==> src/tmz_params.svh <==
// Purpose: offsets, field positions, reset values and timing counts for timer0
// Assumes: 9-bit file register address, four phase clocks per instruction
// Notes: definitions only
`ifndef TMZ_PARAMS_SVH
`define TMZ_PARAMS_SVH

// ----------------------------------------
// register addresses, with bank mirrors
// ----------------------------------------
`define TMZ_ADDR_COUNT_A 9'h001
`define TMZ_ADDR_COUNT_B 9'h101
`define TMZ_ADDR_INTC_A 9'h00b
`define TMZ_ADDR_INTC_B 9'h08b
`define TMZ_ADDR_INTC_C 9'h10b
`define TMZ_ADDR_INTC_D 9'h18b
`define TMZ_ADDR_OPT_A 9'h081
`define TMZ_ADDR_OPT_B 9'h181
`define TMZ_ADDR_DIR 9'h085

// ----------------------------------------
// field positions and reset values
// ----------------------------------------
`define TMZ_INTC_IRQ_EN_BIT 5
`define TMZ_INTC_FLAG_BIT 2
`define TMZ_RST_COUNT 8'h00
`define TMZ_RST_INTC 8'h00
`define TMZ_RST_OPTION 8'hff
`define TMZ_RST_DIR 6'h3f

// ----------------------------------------
// phase clocks: samples taken on the second and fourth
// ----------------------------------------
`define TMZ_PHASE_Q2 2'h1
`define TMZ_PHASE_Q4 2'h3
`endif

==> src/tmz_pkg.sv <==
// Purpose: shared types for the timer0 block
// Assumes: nothing beyond the params header
// Notes: option bit order follows the register, bit 7 first
package tmz_pkg;
    typedef struct packed {
        logic pullup_off;
        logic int_edge;
        logic clock_source_select;
        logic source_edge_select;
        logic prescaler_assign_bit;
        logic [2:0] prescale_ratio_field;
    } tmz_option_type;

    typedef struct packed {
        logic wr;
        logic rd;
        logic [8:0] addr;
        logic [7:0] wdata;
    } tmz_reg_req_type;

    typedef enum logic [2:0] {
        TMZ_SEL_NONE,
        TMZ_SEL_COUNT,
        TMZ_SEL_INTC,
        TMZ_SEL_OPTION,
        TMZ_SEL_DIR
    } tmz_sel_type;
endpackage

==> src/tmz_timer0.sv <==
// Purpose: 8-bit timer0 with one 8-bit prescaler shared with the watchdog
// Assumes: clk is the oscillator, four clk per instruction cycle (Q1..Q4)
// Notes: register bus is the core's file register access, read data next cycle
// Contract
// - no prescaler: pin sampled on Q2, Q4
// - prescaler divides pin, symmetric output
// - timer increments after synchronisation latency
// - one counter, timer or watchdog, never both
// - option low nibble sets assignment and ratio
// - bit 3 set means watchdog, clear timer
// - timer count write clears prescaler when it is assigned to the timer
// - watchdog clear clears prescaler when assigned
// - prescaler count not software visible
// - count write keeps assignment and ratio
// - assignment changeable any time while running
`timescale 1ns/1ps
`include "tmz_params.svh"

module tmz_timer0
    import tmz_pkg::*;
(
    // clock and reset
    input wire logic clk,
    input wire logic reset_n,
    // file register access
    input tmz_reg_req_type reg_req,
    output logic [7:0] reg_rdata,
    // pins and core events
    input wire logic timer_ext_clock_pin,
    input wire logic watchdog_clear_instr,
    input wire logic watchdog_tick,
    // results
    output logic watchdog_timeout,
    output logic timer_irq,
    output logic [5:0] porta_direction
);

    // ----------------------------------------
    // register decode
    // ----------------------------------------
    function automatic tmz_sel_type reg_select(input logic [8:0] addr);
        case (addr)
            `TMZ_ADDR_COUNT_A, `TMZ_ADDR_COUNT_B: reg_select = TMZ_SEL_COUNT;
            `TMZ_ADDR_INTC_A, `TMZ_ADDR_INTC_B,
            `TMZ_ADDR_INTC_C, `TMZ_ADDR_INTC_D: reg_select = TMZ_SEL_INTC;
            `TMZ_ADDR_OPT_A, `TMZ_ADDR_OPT_B: reg_select = TMZ_SEL_OPTION;
            `TMZ_ADDR_DIR: reg_select = TMZ_SEL_DIR;
            default: reg_select = TMZ_SEL_NONE;
        endcase
    endfunction

    function automatic logic [7:0] ratio_mask(input logic [2:0] ratio);
        ratio_mask = 8'((9'h001 << ratio) - 9'h001);
    endfunction

    tmz_sel_type wr_sel;
    logic count_wr;
    logic intc_wr;
    logic option_wr;
    tmz_option_type option;
    logic [7:0] timer0_count;
    logic [7:0] interrupt_control;
    logic [7:0] pre_cnt;
    logic [7:0] next_pre_cnt;
    logic [1:0] phase;
    logic sample_en;
    logic src_level;
    logic src_prev;
    logic src_rise;
    logic timer_level;
    logic sync_a;
    logic sync_b;
    logic t0_inc;
    logic t0_roll;
    logic pre_clear;
    logic wdt_hit;

    assign wr_sel = reg_select(reg_req.addr);
    assign count_wr = reg_req.wr && (wr_sel == TMZ_SEL_COUNT);
    assign intc_wr = reg_req.wr && (wr_sel == TMZ_SEL_INTC);
    assign option_wr = reg_req.wr && (wr_sel == TMZ_SEL_OPTION);

    // ----------------------------------------
    // phase clocks
    // ----------------------------------------
    always_ff @(posedge clk or negedge reset_n) begin
        if (!reset_n) begin
            phase <= 2'h0;
        end else begin
            phase <= phase + 2'h1;
        end
    end

    assign sample_en = (phase == `TMZ_PHASE_Q2) || (phase == `TMZ_PHASE_Q4);

    // ----------------------------------------
    // count source: instruction clock or pin, edge chosen by xor
    // ----------------------------------------
    assign src_level = option.clock_source_select ?
        (timer_ext_clock_pin ^ option.source_edge_select) : phase[1];
    assign src_rise = src_level && !src_prev;

    always_ff @(posedge clk or negedge reset_n) begin
        if (!reset_n) begin
            src_prev <= 1'b1; // reset option turns an idle low pin into a high level
        end else begin
            src_prev <= src_level;
        end
    end

    // ----------------------------------------
    // shared prescaler
    // ----------------------------------------
    // counted as a synchronous stand-in for the ripple chain; tapping one bit
    // keeps the output symmetric, so each half still meets the sample rule
    assign pre_clear = option.prescaler_assign_bit ? watchdog_clear_instr
                                                   : count_wr;

    always_comb begin
        next_pre_cnt = pre_cnt;
        if (pre_clear) begin
            next_pre_cnt = 8'h00;
        end else if (option.prescaler_assign_bit) begin
            if (watchdog_tick) begin
                next_pre_cnt = pre_cnt + 8'h01;
            end
        end else if (src_rise) begin
            next_pre_cnt = pre_cnt + 8'h01;
        end
    end

    // no read path reaches this counter; a write only clears it, through pre_clear
    always_ff @(posedge clk or negedge reset_n) begin
        if (!reset_n) begin
            pre_cnt <= 8'h00;
        end else begin
            pre_cnt <= next_pre_cnt;
        end
    end

    // bit n toggles every 2^n edges, so ratio field 0 gives 1:2 .. 7 gives 1:256
    assign timer_level = option.prescaler_assign_bit ? src_level
                                                     : pre_cnt[option.prescale_ratio_field];

    // ----------------------------------------
    // resynchronisation on Q2 and Q4
    // ----------------------------------------
    always_ff @(posedge clk or negedge reset_n) begin
        if (!reset_n) begin
            sync_a <= 1'b1;
            sync_b <= 1'b1;
        end else if (sample_en) begin
            sync_a <= timer_level;
            sync_b <= sync_a;
        end
    end

    // increment lands one sample after the edge was caught, never on it
    assign t0_inc = sample_en && sync_a && !sync_b;
    assign t0_roll = t0_inc && (timer0_count == 8'hff);

    // ----------------------------------------
    // watchdog postscaler
    // ----------------------------------------
    // undivided when the prescaler belongs to the timer
    assign wdt_hit = watchdog_tick && !watchdog_clear_instr &&
        (!option.prescaler_assign_bit ||
         (((pre_cnt + 8'h01) & ratio_mask(option.prescale_ratio_field)) == 8'h00));

    always_ff @(posedge clk or negedge reset_n) begin
        if (!reset_n) begin
            watchdog_timeout <= 1'b0;
        end else begin
            watchdog_timeout <= wdt_hit;
        end
    end

    // ----------------------------------------
    // registers
    // ----------------------------------------
    // a software write wins over a coincident increment
    always_ff @(posedge clk or negedge reset_n) begin
        if (!reset_n) begin
            timer0_count <= `TMZ_RST_COUNT;
        end else if (count_wr) begin
            timer0_count <= reg_req.wdata;
        end else if (t0_inc) begin
            timer0_count <= timer0_count + 8'h01;
        end
    end

    // overflow set wins over a clearing write in the same cycle
    always_ff @(posedge clk or negedge reset_n) begin
        if (!reset_n) begin
            interrupt_control <= `TMZ_RST_INTC;
        end else if (intc_wr || t0_roll) begin
            interrupt_control <= (intc_wr ? reg_req.wdata : interrupt_control) |
                                 (8'(t0_roll) << `TMZ_INTC_FLAG_BIT);
        end
    end

    // takes effect on the next edge whatever the timer is doing
    always_ff @(posedge clk or negedge reset_n) begin
        if (!reset_n) begin
            option <= tmz_option_type'(`TMZ_RST_OPTION);
        end else if (option_wr) begin
            option <= tmz_option_type'(reg_req.wdata);
        end
    end

    always_ff @(posedge clk or negedge reset_n) begin
        if (!reset_n) begin
            porta_direction <= `TMZ_RST_DIR;
        end else if (reg_req.wr && (wr_sel == TMZ_SEL_DIR)) begin
            porta_direction <= reg_req.wdata[5:0];
        end
    end

    always_ff @(posedge clk or negedge reset_n) begin
        if (!reset_n) begin
            reg_rdata <= 8'h00;
        end else if (reg_req.rd) begin
            case (reg_select(reg_req.addr))
                TMZ_SEL_COUNT: reg_rdata <= timer0_count;
                TMZ_SEL_INTC: reg_rdata <= interrupt_control;
                TMZ_SEL_OPTION: reg_rdata <= option;
                TMZ_SEL_DIR: reg_rdata <= {2'h0, porta_direction};
                default: reg_rdata <= 8'h00;
            endcase
        end
    end

    always_ff @(posedge clk or negedge reset_n) begin
        if (!reset_n) begin
            timer_irq <= 1'b0;
        end else begin
            timer_irq <= interrupt_control[`TMZ_INTC_FLAG_BIT] &&
                         interrupt_control[`TMZ_INTC_IRQ_EN_BIT];
        end
    end

    // ----------------------------------------
    // assertions
    // ----------------------------------------
    property p_sample_phase;
        @(posedge clk) disable iff (!reset_n)
        !sample_en |=> $stable(sync_a);
    endproperty
    a_sample_phase: assert property (p_sample_phase)
        else $error("sync stage changed outside Q2 or Q4");

    property p_pre_count;
        @(posedge clk) disable iff (!reset_n)
        !option.prescaler_assign_bit && src_rise && !count_wr && !option_wr
        |=> pre_cnt == $past(pre_cnt) + 8'h01;
    endproperty
    a_pre_count: assert property (p_pre_count)
        else $error("prescaler missed a source edge");

    property p_inc_delay;
        @(posedge clk) disable iff (!reset_n)
        option.prescaler_assign_bit && option.clock_source_select && $rose(src_level)
        && !sync_a && !sync_b && !option_wr ##1 !option_wr [*4]
        |-> $past(t0_inc, 1) || $past(t0_inc, 2) || $past(t0_inc, 3) || $past(t0_inc, 4);
    endproperty
    a_inc_delay: assert property (p_inc_delay)
        else $error("timer did not step within four clocks of the pin edge");

    property p_wdt_undivided;
        @(posedge clk) disable iff (!reset_n)
        !option.prescaler_assign_bit && watchdog_tick && !watchdog_clear_instr
        |=> watchdog_timeout;
    endproperty
    a_wdt_undivided: assert property (p_wdt_undivided)
        else $error("watchdog divided while prescaler belongs to timer");

    property p_timer_holds;
        @(posedge clk) disable iff (!reset_n)
        option.prescaler_assign_bit && !watchdog_tick && !pre_clear |=> $stable(pre_cnt);
    endproperty
    a_timer_holds: assert property (p_timer_holds)
        else $error("prescaler moved without a watchdog tick");

    property p_wdt_ratio_one;
        @(posedge clk) disable iff (!reset_n)
        option.prescaler_assign_bit && option.prescale_ratio_field == 3'h0
        && watchdog_tick && !watchdog_clear_instr |=> watchdog_timeout;
    endproperty
    a_wdt_ratio_one: assert property (p_wdt_ratio_one)
        else $error("watchdog ratio 1:1 did not time out");

    property p_count_clear;
        @(posedge clk) disable iff (!reset_n)
        count_wr && !option.prescaler_assign_bit |=> pre_cnt == 8'h00;
    endproperty
    a_count_clear: assert property (p_count_clear)
        else $error("count write left prescaler uncleared");

    property p_wdt_clear;
        @(posedge clk) disable iff (!reset_n)
        watchdog_clear_instr && option.prescaler_assign_bit |=> pre_cnt == 8'h00;
    endproperty
    a_wdt_clear: assert property (p_wdt_clear)
        else $error("watchdog clear left prescaler uncleared");

    property p_option_kept;
        @(posedge clk) disable iff (!reset_n)
        count_wr && !option_wr |=> $stable(option);
    endproperty
    a_option_kept: assert property (p_option_kept)
        else $error("count write disturbed the option setting");

    property p_option_live;
        @(posedge clk) disable iff (!reset_n)
        option_wr |=> option == $past(reg_req.wdata);
    endproperty
    a_option_live: assert property (p_option_live)
        else $error("option write not taken");

    property p_overflow;
        @(posedge clk) disable iff (!reset_n)
        t0_roll && !count_wr |=> interrupt_control[`TMZ_INTC_FLAG_BIT] && timer0_count == 8'h00;
    endproperty
    a_overflow: assert property (p_overflow)
        else $error("rollover did not set the overflow flag");

    c_overflow: cover property (@(posedge clk) disable iff (!reset_n) t0_roll);
    c_wdt_div: cover property (@(posedge clk) disable iff (!reset_n)
        wdt_hit && option.prescaler_assign_bit && option.prescale_ratio_field != 3'h0);
    c_ext_inc: cover property (@(posedge clk) disable iff (!reset_n)
        t0_inc && option.clock_source_select && !option.prescaler_assign_bit);
    c_flag_race: cover property (@(posedge clk) disable iff (!reset_n) t0_roll && intc_wr);

endmodule

==> config.mk <==
export PLATFORM = sky130hd
export DESIGN_NAME = tmz_timer0
export DESIGN_NICKNAME = d
export VERILOG_FILES = /design/src/tmz_pkg.sv /design/src/tmz_timer0.sv
export VERILOG_INCLUDE_DIRS = /design/src
export SDC_FILE = /design/constraint.sdc
export NUM_CORES = 1
export LEC_CHECK = 0
export BUFFER_PORTS_ARGS = -buffer_cell sky130_fd_sc_hd__buf_2
export CAP_MARGIN = 40
export CORE_MARGIN = 4
export CORE_UTILIZATION = 50
export CTS_CLUSTER_SIZE = 40
export DETAILED_ROUTE_END_ITERATION = 8
export PLACE_DENSITY = 0.82
export SLEW_MARGIN = 20
export SYNTH_ARGS = -nofsm -noshare
export SYNTH_HDL_FRONTEND = slang
export SYNTH_SLANG_ARGS = --single-unit
export TNS_END_PERCENT = 1
==> constraint.sdc <==
create_clock -name clk -period 2.1 [get_ports clk]
set_clock_uncertainty 0.2 [all_clocks]
set_input_delay 0.21 -clock clk [delete_from_list [all_inputs] [get_ports clk]]
set_output_delay 0.21 -clock clk [all_outputs]
set_load 0.01 [all_outputs]
Word-level counts from Yosys, hierarchy flattened. Cells that the tools add are included.

Flip-flop bits (word level): 53. Bits of input ports: 24. Output and inout port bits: 16. Word-level logic and storage cells: 87.

Add/sub/neg operators: 4. Magnitude comparators: 1. Eq/ne operators: 21. Shift-type cells: 1. Multiplexer cells: 15. Bitwise gates (word level): 3. Reductions and logical operators: 25.

Operators with widths (number): $mux W8 (7); $eq A9 B9 Y1 const B (4); $pmux W8 S4 (1); $eq A9 B8 Y1 const B (3); $add A8 B1 Y8 const B (2); $eq A3 B2 Y1 const B (4); $pmux W3 S4 (1); $logic_and A1 B1 Y1 (11); $eq A9 B1 Y1 const B (1); $eq A9 B4 Y1 const B (1); $and A8 B8 Y8 (1); $eq A8 B8 Y1 const B (1); $logic_not A8 Y1 (1); $or A8 B3 Y8 (1); $shl A1 B3 Y8 const A (1); $sub A8 B1 Y8 const B (1); $eq A3 B1 Y1 const B (2); $eq A3 B3 Y1 const B (2); $logic_not A1 Y1 (4); $lt A3 B4 Y1 const B (1); $mux W1 (4); $reduce_or A2 Y1 (2); $reduce_or A4 Y1 (1); $bmux W1 S3 (1); 10 further kinds (12).

Depth between registers and ports, before layout.
Depth in word-level cells: 8. Depth in mapped cells: 8. Depth with buffers taken out: 7.

Worst setup path after synthesis. OpenSTA, ideal clock, no wires.

Path type: register to register. Start: reg option[4] in the netlist's numbering. End: reg pre_cnt[7]. Setup time: 0.078 ns. Arrival: 1.951 ns. Data required time: 1.822 ns. Slack: -0.129 ns. Stages on the path, launching flop included: 6. Clock period less this slack: 2.229 ns. Path through: dfstp_2 -> xnor2_1 -> a2111oi_0 -> a211oi_2 -> or4_1 -> a21oi_1.

Cells in the longest elaborated chain, start to end: 5.

RTL lines: start: declaration (RTL line tmz_timer0.sv:60) `tmz_option_type option;`; start signal: assignment (RTL line tmz_timer0.sv:205) `` option <= tmz_option_type'(`TMZ_RST_OPTION); ``; start signal: assignment (RTL line tmz_timer0.sv:207) `option <= tmz_option_type'(reg_req.wdata);`; $xor A1 B1 Y1 (RTL line tmz_timer0.sv:100) `(timer_ext_clock_pin ^ option.source_edge_select) : phase[1];`; $mux W1 (RTL line tmz_timer0.sv:99) `assign src_level = option.clock_source_select ?`; $logic_and A1 B1 Y1 (RTL line tmz_timer0.sv:101) `assign src_rise = src_level && !src_prev;`; $reduce_bool A3 Y1 (no source line); $reduce_and A2 Y1 (no source line); end signal: assignment (RTL line tmz_timer0.sv:137) `pre_cnt <= next_pre_cnt;`; end: declaration (RTL line tmz_timer0.sv:63) `logic [7:0] pre_cnt;`.

No other way between the ends. A chain may end at the register's enable or synchronous reset.

Worst setup path in the final report. Same ends and word-level chain as after synthesis.

==> results.md <==
* Routed metal-1 wire length at 2813 µm
* Routed Antenna Nets at 0
* Post-synthesis instance total at 266
* Compound-Gate Fraction of Synth Area at 13.70%
* # clock sinks at 53
* Clock Latency Late Sink at 0.31 ns
* Final Non-Filler Cells at 407
* Vias in the first global route at 2,334
* Ant. Diodes at 0
* Die Area at 0.006931 mm²
* Static Leakage at 0.001547 µW
* Buffers on Ports at 39
* Critical path arrival at 2.10 ns
* Row cnt at 27
* 1st-iter DRT viols at 117
* CTS tree: built
* Fillers at 434
* Largest family of logic cells by synthesized area: multiplexers
* CP startpoint kind: flop
* Post-Synth XOR/XNOR Area at 3.403%
* Largest net degree at the start of global routing at 54
* Drt drc at 0
* Mapped Nets at 295
* TritonRoute pass-1 iters at 4
* #FFs+latches synth at 53
* Worst IR drop on VDD at 0.0005666 V
* CTS root buf: clkbuf_8
* Register area at 0.001348 mm²
* Post-synth EDFFs at 0
* GRT Resource Usage Total at 19.25%
* Post-Synth Simple-Gate Area at 14.71%
* WL met3 at 232 µm
* Mux share of post-synthesis cell area at 15.02%
* H-tree lvl count at 2
* Rel. slew slack at 60.54%
* Cell count after placement at 386
* Share of the synthesized area in the top cell type at 31.82%
* Drt total wl at 6493 µm
* Vias/cell at 5.604
* First-pass GRT wire length at 10,960 µm
* Initial Util at 51.42%
* Yosys cell types at 46
* Die Ht at 83.25 µm
* Met2 WL at 3361 µm
* Top routing layer in use: met4
* Synthesized area at 0.002831 mm²
* Syn avg cell area at 10.64 µm²
* Adder-cell share of the synthesized area at 2.209%
* Yosys warnings at 0
* TritonCTS buffer count at 5
* Hold crit path type: input port to flop
* Result of the run: complete, no violations
* Share of layout cells above drive strength 1 at 37.01%
* RSZ-0062 raised after global routing: yes
* Total core area at 0.005507 mm²
* Peak Freq at 0.4847 GHz
* Final hold vios at 0
* Ports at 40
* Largest cells by area after synthesis: dfrtp_1 (32%), dfstp_2 (16%), mux2_2 (9.5%)
* CTS max path bufs at 2
* CTS clk-pin slew, worst paths at 0.11 ns
* Worst EP required at 2.14 ns
* Die Wd at 83.25 µm
* Area growth syn-to-layout at 23.38%
* Post-synth top area cell: dfrtp_1
* Slew @ Worst Pin at 0.5837 ns
* Multi-input logic area at 0.001430 mm²
* Grt total ovfl at 0
* Part of the cycle the worst path needs at 98.24%
* CP endpoint kind: flop
* Post-synthesis async set-or-reset flop share at 100.0%
* Final Max Tran Viols at 0
* Fin crit period at 2.063 ns
* Final setup fails at 0
* Fin util at 63.44%
* Global placement routability congestion at 0.8663
* Final nets at 363
* Pwr dens at 810.6 mW/mm²
* Setup CP Type: flop to flop
* Total number of vias at 2,281
* DP HPWL at 4860 µm
* Sequential fraction of the synthesis area at 47.59%
* Initial antenna violation count at 0
* Routed wire per std cell at 15.95 µm
* Synth Flop Type: dfrtp_1
* Max-Cap Viols at 0
* Crit Path Max Fanout at 3
==> through the flow <==
step	setup TNS (ns)	hold slack, ns	cell area (µm²)	worst slack [ns]	total power [µW]
CTS	0	0.002477	3436	0.02645	2810
floorplan	-0.08919	-0.2856	2855	-0.08919	1974
global placement	-0.02972	0.02351	3254	-0.02829	2171
detailed placement	-0.3698	0.02153	3254	-0.09152	2208
global route	-0.1855	0.0009109	3493	-0.1202	3029
finish	0	0.002240	3493	0.03699	2832
==> synthesized netlist by cell type (all sizes together), types with 3 or more instances <==
library cell / instances
o22ai: 10
nor4b: 3
xor2: 3
dfrtp: 36
o21ai: 17
nand2b: 6
nor3: 3
nor2: 19
clkbuf: 8
ha: 5
xnor2: 8
mux2: 24
a21oi: 7
dfstp: 17
buf: 3
nor2b: 5
nand2: 20
a22o: 5
a221oi: 7
and3: 3
mux2i: 11
inv: 14
nand3: 8
==> worst paths after layout <==
path / slack, ns / start / depth (start not counted) / to
min in group asynchronous: 0.21 / reset_n / 3 / interrupt_control[7]$_DFFE_PN0P_
hold / removal: 0.002 / reg_req[2] / 3 / interrupt_control[2]$_DFFE_PN0P_
setup / recovery: 0.04 / option[4]$_DFFE_PN1P_ / 6 / pre_cnt[7]$_DFFE_PN0P_
max in group asynchronous: 1.19 / reset_n / 3 / option[2]$_DFFE_PN1P_
setup reg to reg: 0.04 / option[4]$_DFFE_PN1P_ / 6 / pre_cnt[7]$_DFFE_PN0P_
hold reg to reg: 0.27 / phase[0]$_DFF_PN0_ / 1 / phase[0]$_DFF_PN0_
==> what timing repair did <==
| action | in CTS | in global routing |
|---|---|---|
| pin swaps | 1 | 6 |
| endpoints found under the setup margin | 1 | 3 |
| hold endpoints to repair | 75 | 0 |
| resized for setup | 0 | 6 |
| hold buffers | 8 | 0 |
| setup buffers | 1 | 4 |
==> per-layer routing <==
metal | track usage [%] | vias up
met2 | 34.04 | 47
met5 | 0 | -
met1 | 23.52 | 1115
li1 | - | 1111
met4 | 5.498 | 0
met3 | 4.167 | 8
==> registers in the layout, indices dropped and copies added (netlist names) <==
| signal | count |
|---|---|
| interrupt_control | 8 |
| phase | 2 |
| pre_cnt | 8 |
| reg_rdata | 8 |
| timer_irq | 1 |
| watchdog_timeout | 1 |
| sync_b | 1 |
| sync_a | 1 |
| porta_direction | 6 |
| timer0_count | 8 |
| option | 8 |
| src_prev | 1 |
==> where the power goes <==
group / leakage (µW) / internal (µW) / switching [µW]
Combinational: 0.000875 / 417 / 361
Clock: 0.0000447 / 241 / 349
Sequential: 0.000628 / 1230 / 230
Total: 0.00155 / 1890 / 940
==> layout by cell type (no fill, tap or decap), drive strengths merged, types with 8 or more instances in the layout <==
cell type / count
dfrtp: 36
mux2i: 11
dlygate4sd3: 8
mux2: 24
nor2: 19
inv: 15
dfstp: 17
nand3: 8
xnor2: 8
nand2: 20
o21ai: 17
o22ai: 10
buf: 64
==> critical path: stages, from the launching register on <==
cell	delay (ns)
dfstp_2	0.55
xnor2_1	0.10
a2111oi_2	0.31
buf_4	0.19
a211oi_4	0.04
or4_1	0.48
a21oi_1	0.13
==> final cells by class <==
cell class / count / share of cell area, %
flip-flops and latches: 53 / 38.57
inverters: 14 / 1.504
multi-input cells: 188 / 40.94
repair buffers: 72 / 13.72
clock inverters: 3 / 0.7163
well taps: 72 / 2.579
clock buffers: 5 / 1.970
==> logic make-up after synthesis <==
logic type	Yosys count
buffers and inverters	25
DFF	53
xor gates and xnor gates	11
and+or+nand+nor	78
adders and majority gates	5
AOI/OAI and AO/OA	57
muxes	37
No activity file was read; power rests on OpenSTA's default activity.
